**config.mk**
```make
export PLATFORM = sky130hd
export DESIGN_NAME = aser_dev_flat
export DESIGN_NICKNAME = d
export VERILOG_FILES = /design/src/common/aser_pkg.sv /design/src/common/aser_if.sv /design/src/verilog/aser_rx.sv /design/src/verilog/aser_dev.sv /design/src/flat_wrapper.sv
export VERILOG_INCLUDE_DIRS = /design/src /design/src/common
export SDC_FILE = /design/constraint.sdc
export NUM_CORES = 1
export LEC_CHECK = 0
export BUFFER_PORTS_ARGS = -buffer_cell sky130_fd_sc_hd__buf_2
export CAP_MARGIN = 10
export CORE_MARGIN = 2
export CORE_UTILIZATION = 45
export DETAILED_ROUTE_END_ITERATION = 8
export GPL_ROUTABILITY_DRIVEN = 1
export MAX_ROUTING_LAYER = met4
export PLACE_DENSITY = 0.68
export SYNTH_ARGS = -nofsm -noshare
export SYNTH_HDL_FRONTEND = slang
export SYNTH_SLANG_ARGS = --single-unit
```
**constraint.sdc**
```tcl
create_clock -name SYS_CLK -period 2.29 [get_ports SYS_CLK]
set_input_delay 0.229 -clock SYS_CLK [delete_from_list [all_inputs] [get_ports SYS_CLK]]
set_output_delay 0.229 -clock SYS_CLK [all_outputs]
set_load 0.1 [all_outputs]
```
**src/common/aser_defs.svh**
```systemverilog
/*
  Offsets, field positions and timing counts for the async serial unit.
  Assumes a byte-wide register port with 16-bit addresses.
*/
`ifndef ASER_DEFS_SVH
`define ASER_DEFS_SVH

// Register addresses
`define ASER_OFS_CTL1 16'h102c
`define ASER_OFS_CTL2 16'h102d
`define ASER_OFS_STAT 16'h102e
`define ASER_OFS_DATA 16'h102f

// Control one fields
`define ASER_C1_RX9 7
`define ASER_C1_TX9 6
`define ASER_C1_LEN 4
`define ASER_C1_WAKE 3

// Control two fields, reset value
`define ASER_C2_TIE 7
`define ASER_C2_TX_COMPLETE_IRQ_ENABLE 6
`define ASER_C2_RIE 5
`define ASER_C2_IDLE_IRQ_ENABLE 4
`define ASER_C2_TE 3
`define ASER_C2_RE 2
`define ASER_C2_SLEEP 1
`define ASER_C2_BRK 0
`define ASER_C2_RESET 8'h00

// Status fields
`define ASER_ST_TRANSMIT_EMPTY_FLAG 7
`define ASER_ST_TC 6
`define ASER_ST_RECEIVE_FULL_FLAG 5
`define ASER_ST_IDLE 4
`define ASER_ST_OVR 3
`define ASER_ST_NF 2
`define ASER_ST_FE 1

// Timing: clocks per sample tick, sample ticks per bit, vote points
`define ASER_DIV_DEFAULT 16
`define ASER_PHASE_LAST 4'hf
`define ASER_VOTE_FIRST 4'h7
`define ASER_VOTE_LAST 4'h9

`endif

```
**src/common/aser_pkg.sv**
```systemverilog
/*
  Types and shared helpers of the async serial unit.
  Assumes nothing beyond a SystemVerilog compiler.
*/
package aser_pkg;
  // Receiver states
  typedef enum logic [1:0] {
    RX_IDLE = 2'b00,
    RX_START = 2'b01,
    RX_DATA = 2'b10,
    RX_STOP = 2'b11
  } aser_rx_state_t;

  // Transmitter states
  typedef enum logic [1:0] {
    TX_IDLE = 2'b00,
    TX_PRE = 2'b01,
    TX_BRK = 2'b10,
    TX_DATA = 2'b11
  } aser_tx_state_t;

  // Bits in one frame: start, 8 or 9 data, stop
  function automatic logic [3:0] aser_frame_bits(input logic nine);
    return nine ? 4'hb : 4'ha;
  endfunction

  // Majority of three samples
  function automatic logic aser_major(input logic [2:0] s);
    return (s[0] & s[1]) | (s[0] & s[2]) | (s[1] & s[2]);
  endfunction
endpackage

```
**src/common/aser_if.sv**
```systemverilog
/*
  Serial link between the unit and its remote partner.
  Assumes both lines idle high and are driven by one end each.
*/
interface aser_if;
  logic dev_txd; // Unit to partner
  logic far_txd; // Partner to unit

  modport dev(output dev_txd, input far_txd);
  modport far(input dev_txd, output far_txd);
endinterface

```
**src/verilog/aser_rx.sv**
```systemverilog
/*
  Oversampling receiver: start detect, three-sample majority vote,
  noise and framing report, idle-line detect.
  Assumes a sample tick at 16 per bit and a line synchronous to clk.
*/
`include "aser_defs.svh"
module aser_rx
  import aser_pkg::*;
(
  input wire logic clk,
  input wire logic rst,
  input wire logic enable,
  input wire logic nine,
  input wire logic tick,
  input wire logic rxd,
  output logic done,
  output logic [8:0] data,
  output logic noise,
  output logic frame_err,
  output logic idle
);
  aser_rx_state_t state; // Frame position
  logic [3:0] phase; // Sample slot within a bit
  logic [1:0] samp; // Earlier vote samples
  logic [8:0] shreg; // Data arrives LSB first
  logic [3:0] bitcnt; // Data bits taken
  logic noise_acc; // Any split vote in this frame
  logic [7:0] idle_cnt; // High ticks seen while idle
  logic armed; // Line was active since last idle report
  logic [2:0] votes;
  logic maj;
  logic split;

  assign votes = {samp, rxd};
  assign maj = aser_major(votes);
  assign split = (votes != 3'h0) && (votes != 3'h7);

  // Frame sequencer; vote taken at the middle of each bit
  always_ff @(posedge clk)
  begin
    done <= 1'b0;
    if (rst || !enable)
    begin
      state <= RX_IDLE;
      phase <= 4'h0;
      samp <= 2'h0;
      shreg <= 9'h000;
      bitcnt <= 4'h0;
      noise_acc <= 1'b0;
      data <= 9'h000;
      noise <= 1'b0;
      frame_err <= 1'b0;
    end
    else if (tick)
    begin
      if (state == RX_IDLE)
      begin
        // A low line while idle opens a frame R20
        if (!rxd)
        begin
          state <= RX_START;
          phase <= 4'h1;
          noise_acc <= 1'b0;
          bitcnt <= 4'h0;
        end
      end
      else
      begin
        phase <= phase + 4'h1;
        if (phase >= `ASER_VOTE_FIRST && phase < `ASER_VOTE_LAST)
          samp <= {samp[0], rxd};
        if (phase == `ASER_VOTE_LAST)
        begin
          unique case (state)
            RX_START:
            begin
              // A high vote means a glitch, not a start bit
              state <= maj ? RX_IDLE : RX_DATA;
              noise_acc <= split;
            end
            RX_DATA:
            begin
              shreg <= {maj, shreg[8:1]};
              noise_acc <= noise_acc | split;
              bitcnt <= bitcnt + 4'h1;
              if (bitcnt == aser_frame_bits(nine) - 4'h3)
                state <= RX_STOP;
            end
            RX_STOP:
            begin
              state <= RX_IDLE;
              done <= 1'b1;
              data <= nine ? shreg : {1'b0, shreg[8:1]};
              noise <= noise_acc | split;
              frame_err <= !maj;
            end
            default:
              state <= RX_IDLE;
          endcase
        end
      end
    end
  end

  // Idle line: one frame time of high after some activity R19
  always_ff @(posedge clk)
  begin
    idle <= 1'b0;
    if (rst || !enable)
    begin
      idle_cnt <= 8'h00;
      armed <= 1'b0;
    end
    else if (state != RX_IDLE || !rxd)
    begin
      idle_cnt <= 8'h00;
      armed <= 1'b1;
    end
    else if (tick && armed)
    begin
      if (idle_cnt == {aser_frame_bits(nine), 4'h0})
      begin
        idle <= 1'b1;
        armed <= 1'b0;
      end
      else
        idle_cnt <= idle_cnt + 8'h01;
    end
  end
endmodule

```
**src/verilog/aser_dev.sv**
```systemverilog
/*
  Async serial unit: register port, transmitter, receiver flags.
  Assumes a CPU port with one-cycle strobes and a partner on LINK.
*/
// The strobed register port is this design's own decision.
//
// Contract
// Full buffer at arrival sets overrun
// Overrun discards new, keeps held character
// Overrun clears: status read, then data read
// Noise on any bit, with receive-full
// Split vote sets noise; status-data clear
// Low stop bit sets framing error
// Framing plus overrun reports only overrun
// Framing error blocks further buffer loads
// Data address: read receive, write transmit
// Length bit picks 8 or 9 bits
// Wake bit picks idle or address mark
// Enabled flags raise one shared interrupt
// Transmitter enable rise queues idle preamble
// Sleep bit suppresses receiver flags
// Break write queues break; repeats while set
// Transmit-empty clears: status read, data write
// Transmit-complete when idle; same clear sequence
// Receive-full clears: status read, data read
// Idle flag once per activity, not asleep
// Frame: low start, LSB first, high stop
// Hardware wakes on idle or address mark
// Interrupt is OR of enabled flags
`include "aser_defs.svh"
module aser_dev
  import aser_pkg::*;
#(
  parameter int DIV = `ASER_DIV_DEFAULT
)
(
  input wire logic SYS_CLK,
  input wire logic RST,
  input wire logic [15:0] ADDR,
  input wire logic [7:0] WR_DATA,
  input wire logic WR_EN,
  input wire logic RD_EN,
  output logic [7:0] RD_DATA,
  output logic IRQ,
  aser_if.dev LINK
);
  import aser_pkg::*;

  logic [7:0] ctl2; // Enables, sleep, break
  logic len9; // Nine-bit characters
  logic wake_mark; // Address-mark wakeup
  logic tx9; // Ninth bit to send
  logic rx9; // Ninth bit received
  logic [7:0] rx_buf; // Receive data buffer
  logic [7:0] tx_buf; // Transmit data buffer
  logic tx_full; // Transmit buffer holds a character
  logic [7:0] flags; // Status flags, status layout
  logic [7:0] armed; // Flags seen set by a status read
  logic [15:0] div_cnt; // Sample tick divider
  logic tick; // Sample tick, 16 per bit
  logic [3:0] tx_phase; // Bit boundary counter
  aser_tx_state_t tx_state;
  logic [10:0] tx_shift; // Bits still to send
  logic [3:0] tx_cnt; // Bits still to send, count
  logic te_prev; // For enable rise detect
  logic pre_pend; // Preamble queued
  logic brk_pend; // Break queued
  logic txd;
  logic rx_done;
  logic [8:0] rx_data;
  logic rx_noise;
  logic rx_ferr;
  logic rx_idle;
  logic rx_msb;
  logic sleeping;
  logic deliver;
  logic load_rx;
  logic wake_evt;
  logic bit_tick;
  logic tx_quiet;
  logic [7:0] set_f;

  // Port decode
  logic wr_c1;
  logic wr_c2;
  logic wr_dat;
  logic rd_st;
  logic rd_dat;
  assign wr_c1 = WR_EN && ADDR == `ASER_OFS_CTL1;
  assign wr_c2 = WR_EN && ADDR == `ASER_OFS_CTL2;
  assign wr_dat = WR_EN && ADDR == `ASER_OFS_DATA;
  assign rd_st = RD_EN && ADDR == `ASER_OFS_STAT;
  assign rd_dat = RD_EN && ADDR == `ASER_OFS_DATA;

  // Sample tick divider shared by both directions
  always_ff @(posedge SYS_CLK)
  begin
    if (RST || div_cnt == 16'(DIV - 1))
      div_cnt <= 16'h0000;
    else
      div_cnt <= div_cnt + 16'h0001;
    if (RST)
      tx_phase <= 4'h0;
    else if (tick)
      tx_phase <= tx_phase + 4'h1;
  end
  assign tick = (div_cnt == 16'(DIV - 1));
  assign bit_tick = tick && tx_phase == `ASER_PHASE_LAST;

  aser_rx u_rx (
    .clk(SYS_CLK),
    .rst(RST),
    .enable(ctl2[`ASER_C2_RE]),
    .nine(len9),
    .tick(tick),
    .rxd(LINK.far_txd),
    .done(rx_done),
    .data(rx_data),
    .noise(rx_noise),
    .frame_err(rx_ferr),
    .idle(rx_idle)
  );

  // Receive decisions
  assign sleeping = ctl2[`ASER_C2_SLEEP];
  assign rx_msb = len9 ? rx_data[8] : rx_data[7];
  // Mark character wakes the unit and is itself taken R11 R21
  assign wake_evt = sleeping && ((!wake_mark && rx_idle) || (wake_mark && rx_done && rx_msb));
  assign deliver = rx_done && (!sleeping || (wake_mark && rx_msb));
  // Framing error or a full buffer stops the load R2 R8
  assign load_rx = deliver && !flags[`ASER_ST_RECEIVE_FULL_FLAG] && !flags[`ASER_ST_FE];

  // Hardware set terms; set wins over a clear in the same cycle
  always_comb
  begin
    set_f = 8'h00;
    set_f[`ASER_ST_RECEIVE_FULL_FLAG] = load_rx;
    set_f[`ASER_ST_OVR] = deliver && flags[`ASER_ST_RECEIVE_FULL_FLAG];
    set_f[`ASER_ST_NF] = load_rx && rx_noise;
    set_f[`ASER_ST_FE] = load_rx && rx_ferr;
    set_f[`ASER_ST_IDLE] = rx_idle && !sleeping;
    set_f[`ASER_ST_TC] = tx_quiet;
    set_f[`ASER_ST_TRANSMIT_EMPTY_FLAG] = bit_tick && tx_state == TX_IDLE && tx_full && ctl2[`ASER_C2_TE]
                           && !pre_pend;
  end

  // Status flags: reads clear receive flags, writes clear transmit flags
  always_ff @(posedge SYS_CLK)
  begin
    if (RST)
      flags <= 8'hc0;
    else
      flags <= set_f | (flags & ~(armed & ({8{rd_dat}} & 8'h3e | {8{wr_dat}} & 8'hc0)));
  end

  // Arming: a status read remembers which flags it saw set
  always_ff @(posedge SYS_CLK)
  begin
    if (RST)
      armed <= 8'h00;
    else if (rd_st)
      armed <= flags;
    else if (rd_dat)
      armed <= armed & 8'hc1;
    else if (wr_dat)
      armed <= armed & 8'h3f;
  end

  // Control registers; hardware wakeup clears the sleep bit
  always_ff @(posedge SYS_CLK)
  begin
    if (RST)
    begin
      ctl2 <= `ASER_C2_RESET;
      len9 <= 1'b0;
      wake_mark <= 1'b0;
      tx9 <= 1'b0;
    end
    else
    begin
      if (wr_c2)
        ctl2 <= WR_DATA;
      else if (wake_evt)
        ctl2[`ASER_C2_SLEEP] <= 1'b0;
      if (wr_c1)
      begin
        len9 <= WR_DATA[`ASER_C1_LEN];
        wake_mark <= WR_DATA[`ASER_C1_WAKE];
        tx9 <= WR_DATA[`ASER_C1_TX9];
      end
    end
  end

  // Receive buffer keeps its old character on overrun
  always_ff @(posedge SYS_CLK)
  begin
    if (RST)
    begin
      rx_buf <= 8'h00;
      rx9 <= 1'b0;
    end
    else if (load_rx)
    begin
      rx_buf <= rx_data[7:0];
      rx9 <= rx_data[8];
    end
  end

  // Transmit buffer, preamble and break queues
  always_ff @(posedge SYS_CLK)
  begin
    if (RST)
    begin
      tx_buf <= 8'h00;
      tx_full <= 1'b0;
      te_prev <= 1'b0;
      pre_pend <= 1'b0;
      brk_pend <= 1'b0;
    end
    else
    begin
      te_prev <= ctl2[`ASER_C2_TE];
      if (wr_dat)
      begin
        tx_buf <= WR_DATA;
        tx_full <= 1'b1;
      end
      else if (set_f[`ASER_ST_TRANSMIT_EMPTY_FLAG])
        tx_full <= 1'b0;
      if (ctl2[`ASER_C2_TE] && !te_prev)
        pre_pend <= 1'b1;
      else if (bit_tick && tx_state == TX_IDLE && ctl2[`ASER_C2_TE])
        pre_pend <= 1'b0;
      if (wr_c2 && WR_DATA[`ASER_C2_BRK])
        brk_pend <= 1'b1;
      else if (tx_state == TX_BRK)
        brk_pend <= 1'b0;
    end
  end

  // Nothing shifting and, with the transmitter enabled, nothing waiting to shift
  assign tx_quiet = tx_state == TX_IDLE && !wr_dat && (!ctl2[`ASER_C2_TE]
                    || (!tx_full && !pre_pend && !brk_pend && !ctl2[`ASER_C2_BRK]));

  // Transmit shifter; new work starts only on a bit boundary
  always_ff @(posedge SYS_CLK)
  begin
    if (RST)
    begin
      tx_state <= TX_IDLE;
      tx_shift <= 11'h7ff;
      tx_cnt <= 4'h0;
      txd <= 1'b1;
    end
    else if (bit_tick)
    begin
      unique case (tx_state)
        TX_IDLE:
        begin
          txd <= 1'b1;
          tx_cnt <= aser_frame_bits(len9);
          if (!ctl2[`ASER_C2_TE])
            tx_state <= TX_IDLE;
          else if (pre_pend)
          begin
            tx_state <= TX_PRE;
            tx_shift <= 11'h7ff;
          end
          else if (tx_full)
          begin
            tx_state <= TX_DATA;
            tx_shift <= {1'b1, len9 ? tx9 : 1'b1, tx_buf, 1'b0};
          end
          else if (brk_pend || ctl2[`ASER_C2_BRK])
          begin
            tx_state <= TX_BRK;
            tx_shift <= 11'h000;
          end
        end
        TX_PRE, TX_BRK, TX_DATA:
        begin
          if (tx_cnt == 4'h0)
          begin
            tx_state <= TX_IDLE;
            txd <= 1'b1;
          end
          else
          begin
            txd <= tx_shift[0];
            tx_shift <= {1'b1, tx_shift[10:1]};
            tx_cnt <= tx_cnt - 4'h1;
          end
        end
      endcase
    end
  end
  assign LINK.dev_txd = txd;

  // Read data stands in the cycle after the read strobe
  always_ff @(posedge SYS_CLK)
  begin
    if (RST || !RD_EN)
      RD_DATA <= 8'h00;
    else
    begin
      unique case (ADDR)
        `ASER_OFS_CTL1: RD_DATA <= {rx9, tx9, 1'b0, len9, wake_mark, 3'h0};
        `ASER_OFS_CTL2: RD_DATA <= ctl2;
        `ASER_OFS_STAT: RD_DATA <= flags;
        `ASER_OFS_DATA: RD_DATA <= rx_buf;
        default: RD_DATA <= 8'h00;
      endcase
    end
  end

  // Shared interrupt; drops once every enabled flag is clear
  always_ff @(posedge SYS_CLK)
  begin
    if (RST)
      IRQ <= 1'b0;
    else
      IRQ <= (ctl2[`ASER_C2_TIE] && flags[`ASER_ST_TRANSMIT_EMPTY_FLAG]) || (ctl2[`ASER_C2_TX_COMPLETE_IRQ_ENABLE] && flags[`ASER_ST_TC])
             || (ctl2[`ASER_C2_RIE] && (flags[`ASER_ST_RECEIVE_FULL_FLAG] || flags[`ASER_ST_OVR]))
             || (ctl2[`ASER_C2_IDLE_IRQ_ENABLE] && flags[`ASER_ST_IDLE]);
  end
endmodule

```
**src/flat_wrapper.sv**
```systemverilog
// flat-port wrapper written by rule: the top's interface ports become plain ports
module aser_dev_flat import aser_pkg::*;
#(
  parameter int DIV = `ASER_DIV_DEFAULT
)
  (SYS_CLK, RST, ADDR, WR_DATA, WR_EN, RD_EN, RD_DATA, IRQ, LINK_dev_txd, LINK_far_txd);
  aser_if LINK_i ();
  input wire logic SYS_CLK;
  input wire logic RST;
  input wire logic [15:0] ADDR;
  input wire logic [7:0] WR_DATA;
  input wire logic WR_EN;
  input wire logic RD_EN;
  output logic [7:0] RD_DATA;
  output logic IRQ;
  output wire logic [$bits(LINK_i.dev_txd)-1:0] LINK_dev_txd;
  input wire logic [$bits(LINK_i.far_txd)-1:0] LINK_far_txd;
  assign LINK_dev_txd = LINK_i.dev_txd;
  assign LINK_i.far_txd = LINK_far_txd;
  aser_dev #(.DIV(DIV)) u_core (.SYS_CLK(SYS_CLK), .RST(RST), .ADDR(ADDR), .WR_DATA(WR_DATA), .WR_EN(WR_EN), .RD_EN(RD_EN), .RD_DATA(RD_DATA), .IRQ(IRQ), .LINK(LINK_i));
endmodule
```
==> results.py <==
metrics = {
    "synth": {
        "synth_cell_types": 68,
        "syn_nets": 826,
        "synth_top_area_share_pct": 41.1,
        "syn_area_um2": 6670,
        "yosysTopAreaCell": "dfxtp_1",
        "ys_ff_latch": 137,
        "syn_inst": 782,
        "yosysWarnings": 0,
        "netlist_top_cells_count": "dfxtp_1 (137), a21oi_1 (80), nand2_1 (68)",
        "syn_area_per_cell_um2": 8.53,
        "ys.flop_type": "dfxtp_1",
        "async_flop_share_pct": 0,
        "synth_area_leaders": "dfxtp_1 (41%), a21oi_1 (6.0%), mux2i_1 (5.0%)",
        "synth_most_common_cell": "dfxtp_1",
        "synth_edf_count": 0,
        "synth-seq-area-share_pct": 41.1,
    },
    "die": {
        "ioPinCount": 39,
        "core_area_um2": 14500,
        "placementRows": 44,
        "die-area_um2": 15800,
        "die_y_um": 126,
        "die_w_um": 126,
        "start_util_pct": 46.1,
    },
    "routing": {
        "viasPerCell": 5.83,
        "drtAntennaViolNets": 0,
        "finalWirelength_um": 15800,
        "drc": 0,
        "wl_per_cell_um": 15.5,
        "dr.pass1.iters": 8,
        "vias": 5934,
        "drtIter0Drc": 519,
    },
    "sta": {
        "drv_slew": 0,
        "rsz0062_at_grt": "no",
        "tightest_slew_ns": 0.696,
        "slew_headroom_pct": 53.3,
        "fin_crit_sh_pct": 90.7,
        "hold_viol": 0,
        "fmax_ghz": 0.482,
        "timing.final.ws_setup_ns": 0.214,
        "fin_skew_ns": 0.0121,
        "period_needed_ns": 2.08,
        "setup_violations": 0,
    },
    "final_layout": {
        "antennaDiodeCount": 0,
        "final_area_um2": 7740,
        "nFillCells": 1325,
        "drive_above_1_share_pct": 16.3,
        "synthToLayoutAreaGrowth_pct": 16.1,
        "fin_nets": 866,
    },
    "clock_tree": {
        "clk_latency_ns": 0.42,
        "clockBufferDepth": 2,
        "cts_made_buffers": 17,
        "clock_sinks": 137,
        "cts_repair_resize_count": 1,
        "post_cts_buffers": 0,
        "clk_pin_slew_worst_paths_ns": 0.06,
        "cts_max_level": 4,
        "ctsHoldBuffers": 0,
        "cts_tree": "done",
        "cts_root_buf": "clkbuf_16",
    },
    "setup_path": {
        "critPathLaunchType": "flip-flop",
        "end_kind": "flip-flop",
        "required_ns": 2.63,
        "arrival_ns": 2.42,
        "critPathMaxFanout": 5,
        "worstSetupPathType": "flip-flop to flip-flop",
    },
    "power": {
        "p_leak_nw": 2.80,
        "power_density_nw_per_um2": 677,
        "irDropWorstVdd_v": 0.000545,
    },
    "global_route": {
        "grt_max_degree": 41,
        "grt_use_total_pct": 20.9,
        "grt_pass1_vias": 5511,
        "grt.overflow.total": 0,
        "antenna_found_initial": 0,
        "grt_first_pass_wirelength_um": 26700,
    },
    "min_path": {
        "hold_class": "primary input to flip-flop",
    },
    "placement": {
        "hpwl_um": 10800,
        "place_ws_ns": 0.00156,
        "placed_area_um2": 7150,
        "gp_congestion": 0.813,
        "portBuffers": 38,
    },
    "job": {
        "maxCapViolCount": 0,
    },
    "outcome": {
        "outcome": "completed",
    },
}
[through the flow]
step / hold WS [ns] / instances / TNS, ns / power, mW / utilization [%]
6_report: 0.0904 / 1017 / 0 / 5.24 / 53.5
5_1_grt: 0.0968 / 1017 / 0 / 5.41 / 53.5
3_3_place_gp: 0.434 / 987 / -0.00561 / 2.57 / 49.4
3_5_place_dp: 0.441 / 987 / 0 / 2.57 / 49.4
4_1_cts: 0.0759 / 1017 / 0 / 5.27 / 53.5
2_1_floorplan: 0.377 / 782 / 0 / 2.51 / -
[critical path, stage by stage (launching register included)]
cell	delay, ns
dfxtp_1	0.34
nor4_2	0.38
buf_4	0.19
nand4_1	0.26
a211oi_1	0.57
mux2i_1	0.25
[path summary, 6_finish.rpt]
kind | slack, ns | from | endpoint | cells past startpoint
setup / recovery | 0.21 | u_core.div_cnt[13] | u_core.u_rx.samp[1] | 5
setup reg to reg | 0.21 | u_core.div_cnt[13] | u_core.u_rx.samp[1] | 5
hold reg to reg | 0.45 | u_core.div_cnt[0] | u_core.div_cnt[0] | 1
hold / removal | 0.09 | WR_DATA[6] | u_core.tx9 | 3
[flip-flops by register name, summed over array words and instances, names as in the netlist, 4 cells and up]
name / cells
u_core.tx_phase: 4
u_core.u_rx.bitcnt: 4
u_core.u_rx.shreg: 9
u_core.rx_buf: 8
u_core.tx_buf: 8
u_core.div_cnt: 16
u_core.armed: 7
u_core.tx_shift: 11
u_core.tx_cnt: 4
u_core.u_rx.idle_cnt: 8
u_core.ctl2: 8
u_core.flags: 7
u_core.RD_DATA: 8
u_core.u_rx.phase: 4
u_core.u_rx.data: 9
[layer usage]
| layer | global-route usage, % | wire, um | part of all wire [%] | vias to the layer above |
|---|---|---|---|---|
| met3 | 5.01 | 819 | 5.2 | 18 |
| met5 | - | 0 | 0 | - |
| met2 | 32.1 | 7270 | 46 | 171 |
| met4 | 6.33 | 197 | 1.2 | 0 |
| li1 | - | - | - | 2964 |
| met1 | 27.5 | 7520 | 48 | 2781 |
[placed cells by master (no fill, tap or decap), types with 3 or more instances in the layout]
cell type	instances
nor4_4	3
nor4_1	9
clkbuf_8	3
nand2b_1	6
clkbuf_16	17
nor3_1	8
a311oi_1	12
mux2i_1	33
or3_1	7
and3_1	7
nand4_1	25
nor4_2	3
dfxtp_1	137
buf_2	38
o311ai_1	3
nand2_1	68
ha_1	15
o31ai_1	10
nor2b_1	5
nand3_1	48
buf_4	34
nor2_1	58
a31oi_1	18
mux2_2	8
xnor2_1	14
and4_1	5
a21oi_1	80
nor3_2	3
or2_2	4
o21ai_0	51
inv_1	23
or4_4	3
nand3b_1	3
clkinvlp_4	3
o211ai_1	5
and2_1	4
or4_1	7
a32o_1	3
a41oi_1	6
[report_power, final]
part,switching [mW],internal [mW]
Sequential,0.00354,2.39
Combinational,0.0865,0.0417
Clock,1.04,1.68
[layout make-up]
| class | count | area, um^2 | share of cell area [%] |
|---|---|---|---|
| Clock inverter | 10 | 119 | 1.54 |
| Sequential cell | 137 | 2740 | 35.4 |
| Inverter | 24 | 90.1 | 1.16 |
| Clock buffer | 20 | 467 | 6.03 |
| Timing Repair Buffer | 73 | 465 | 6.01 |
| Tap cell | 184 | 230 | 2.97 |
| Multi-Input combinational cell | 569 | 3630 | 46.9 |
[kinds of logic after synthesis]
family | share of synthesized area, %
AND/OR/NAND/NOR | 23.8
AO/OA/AOI/OAI | 18.9
flip-flops | 41.1
buffers and inverters | 4.60
multiplexers | 6.64
adder cells (fa/ha/maj) | 2.96
XOR/XNOR | 1.97
No activity file was read; power rests on OpenSTA's default activity.
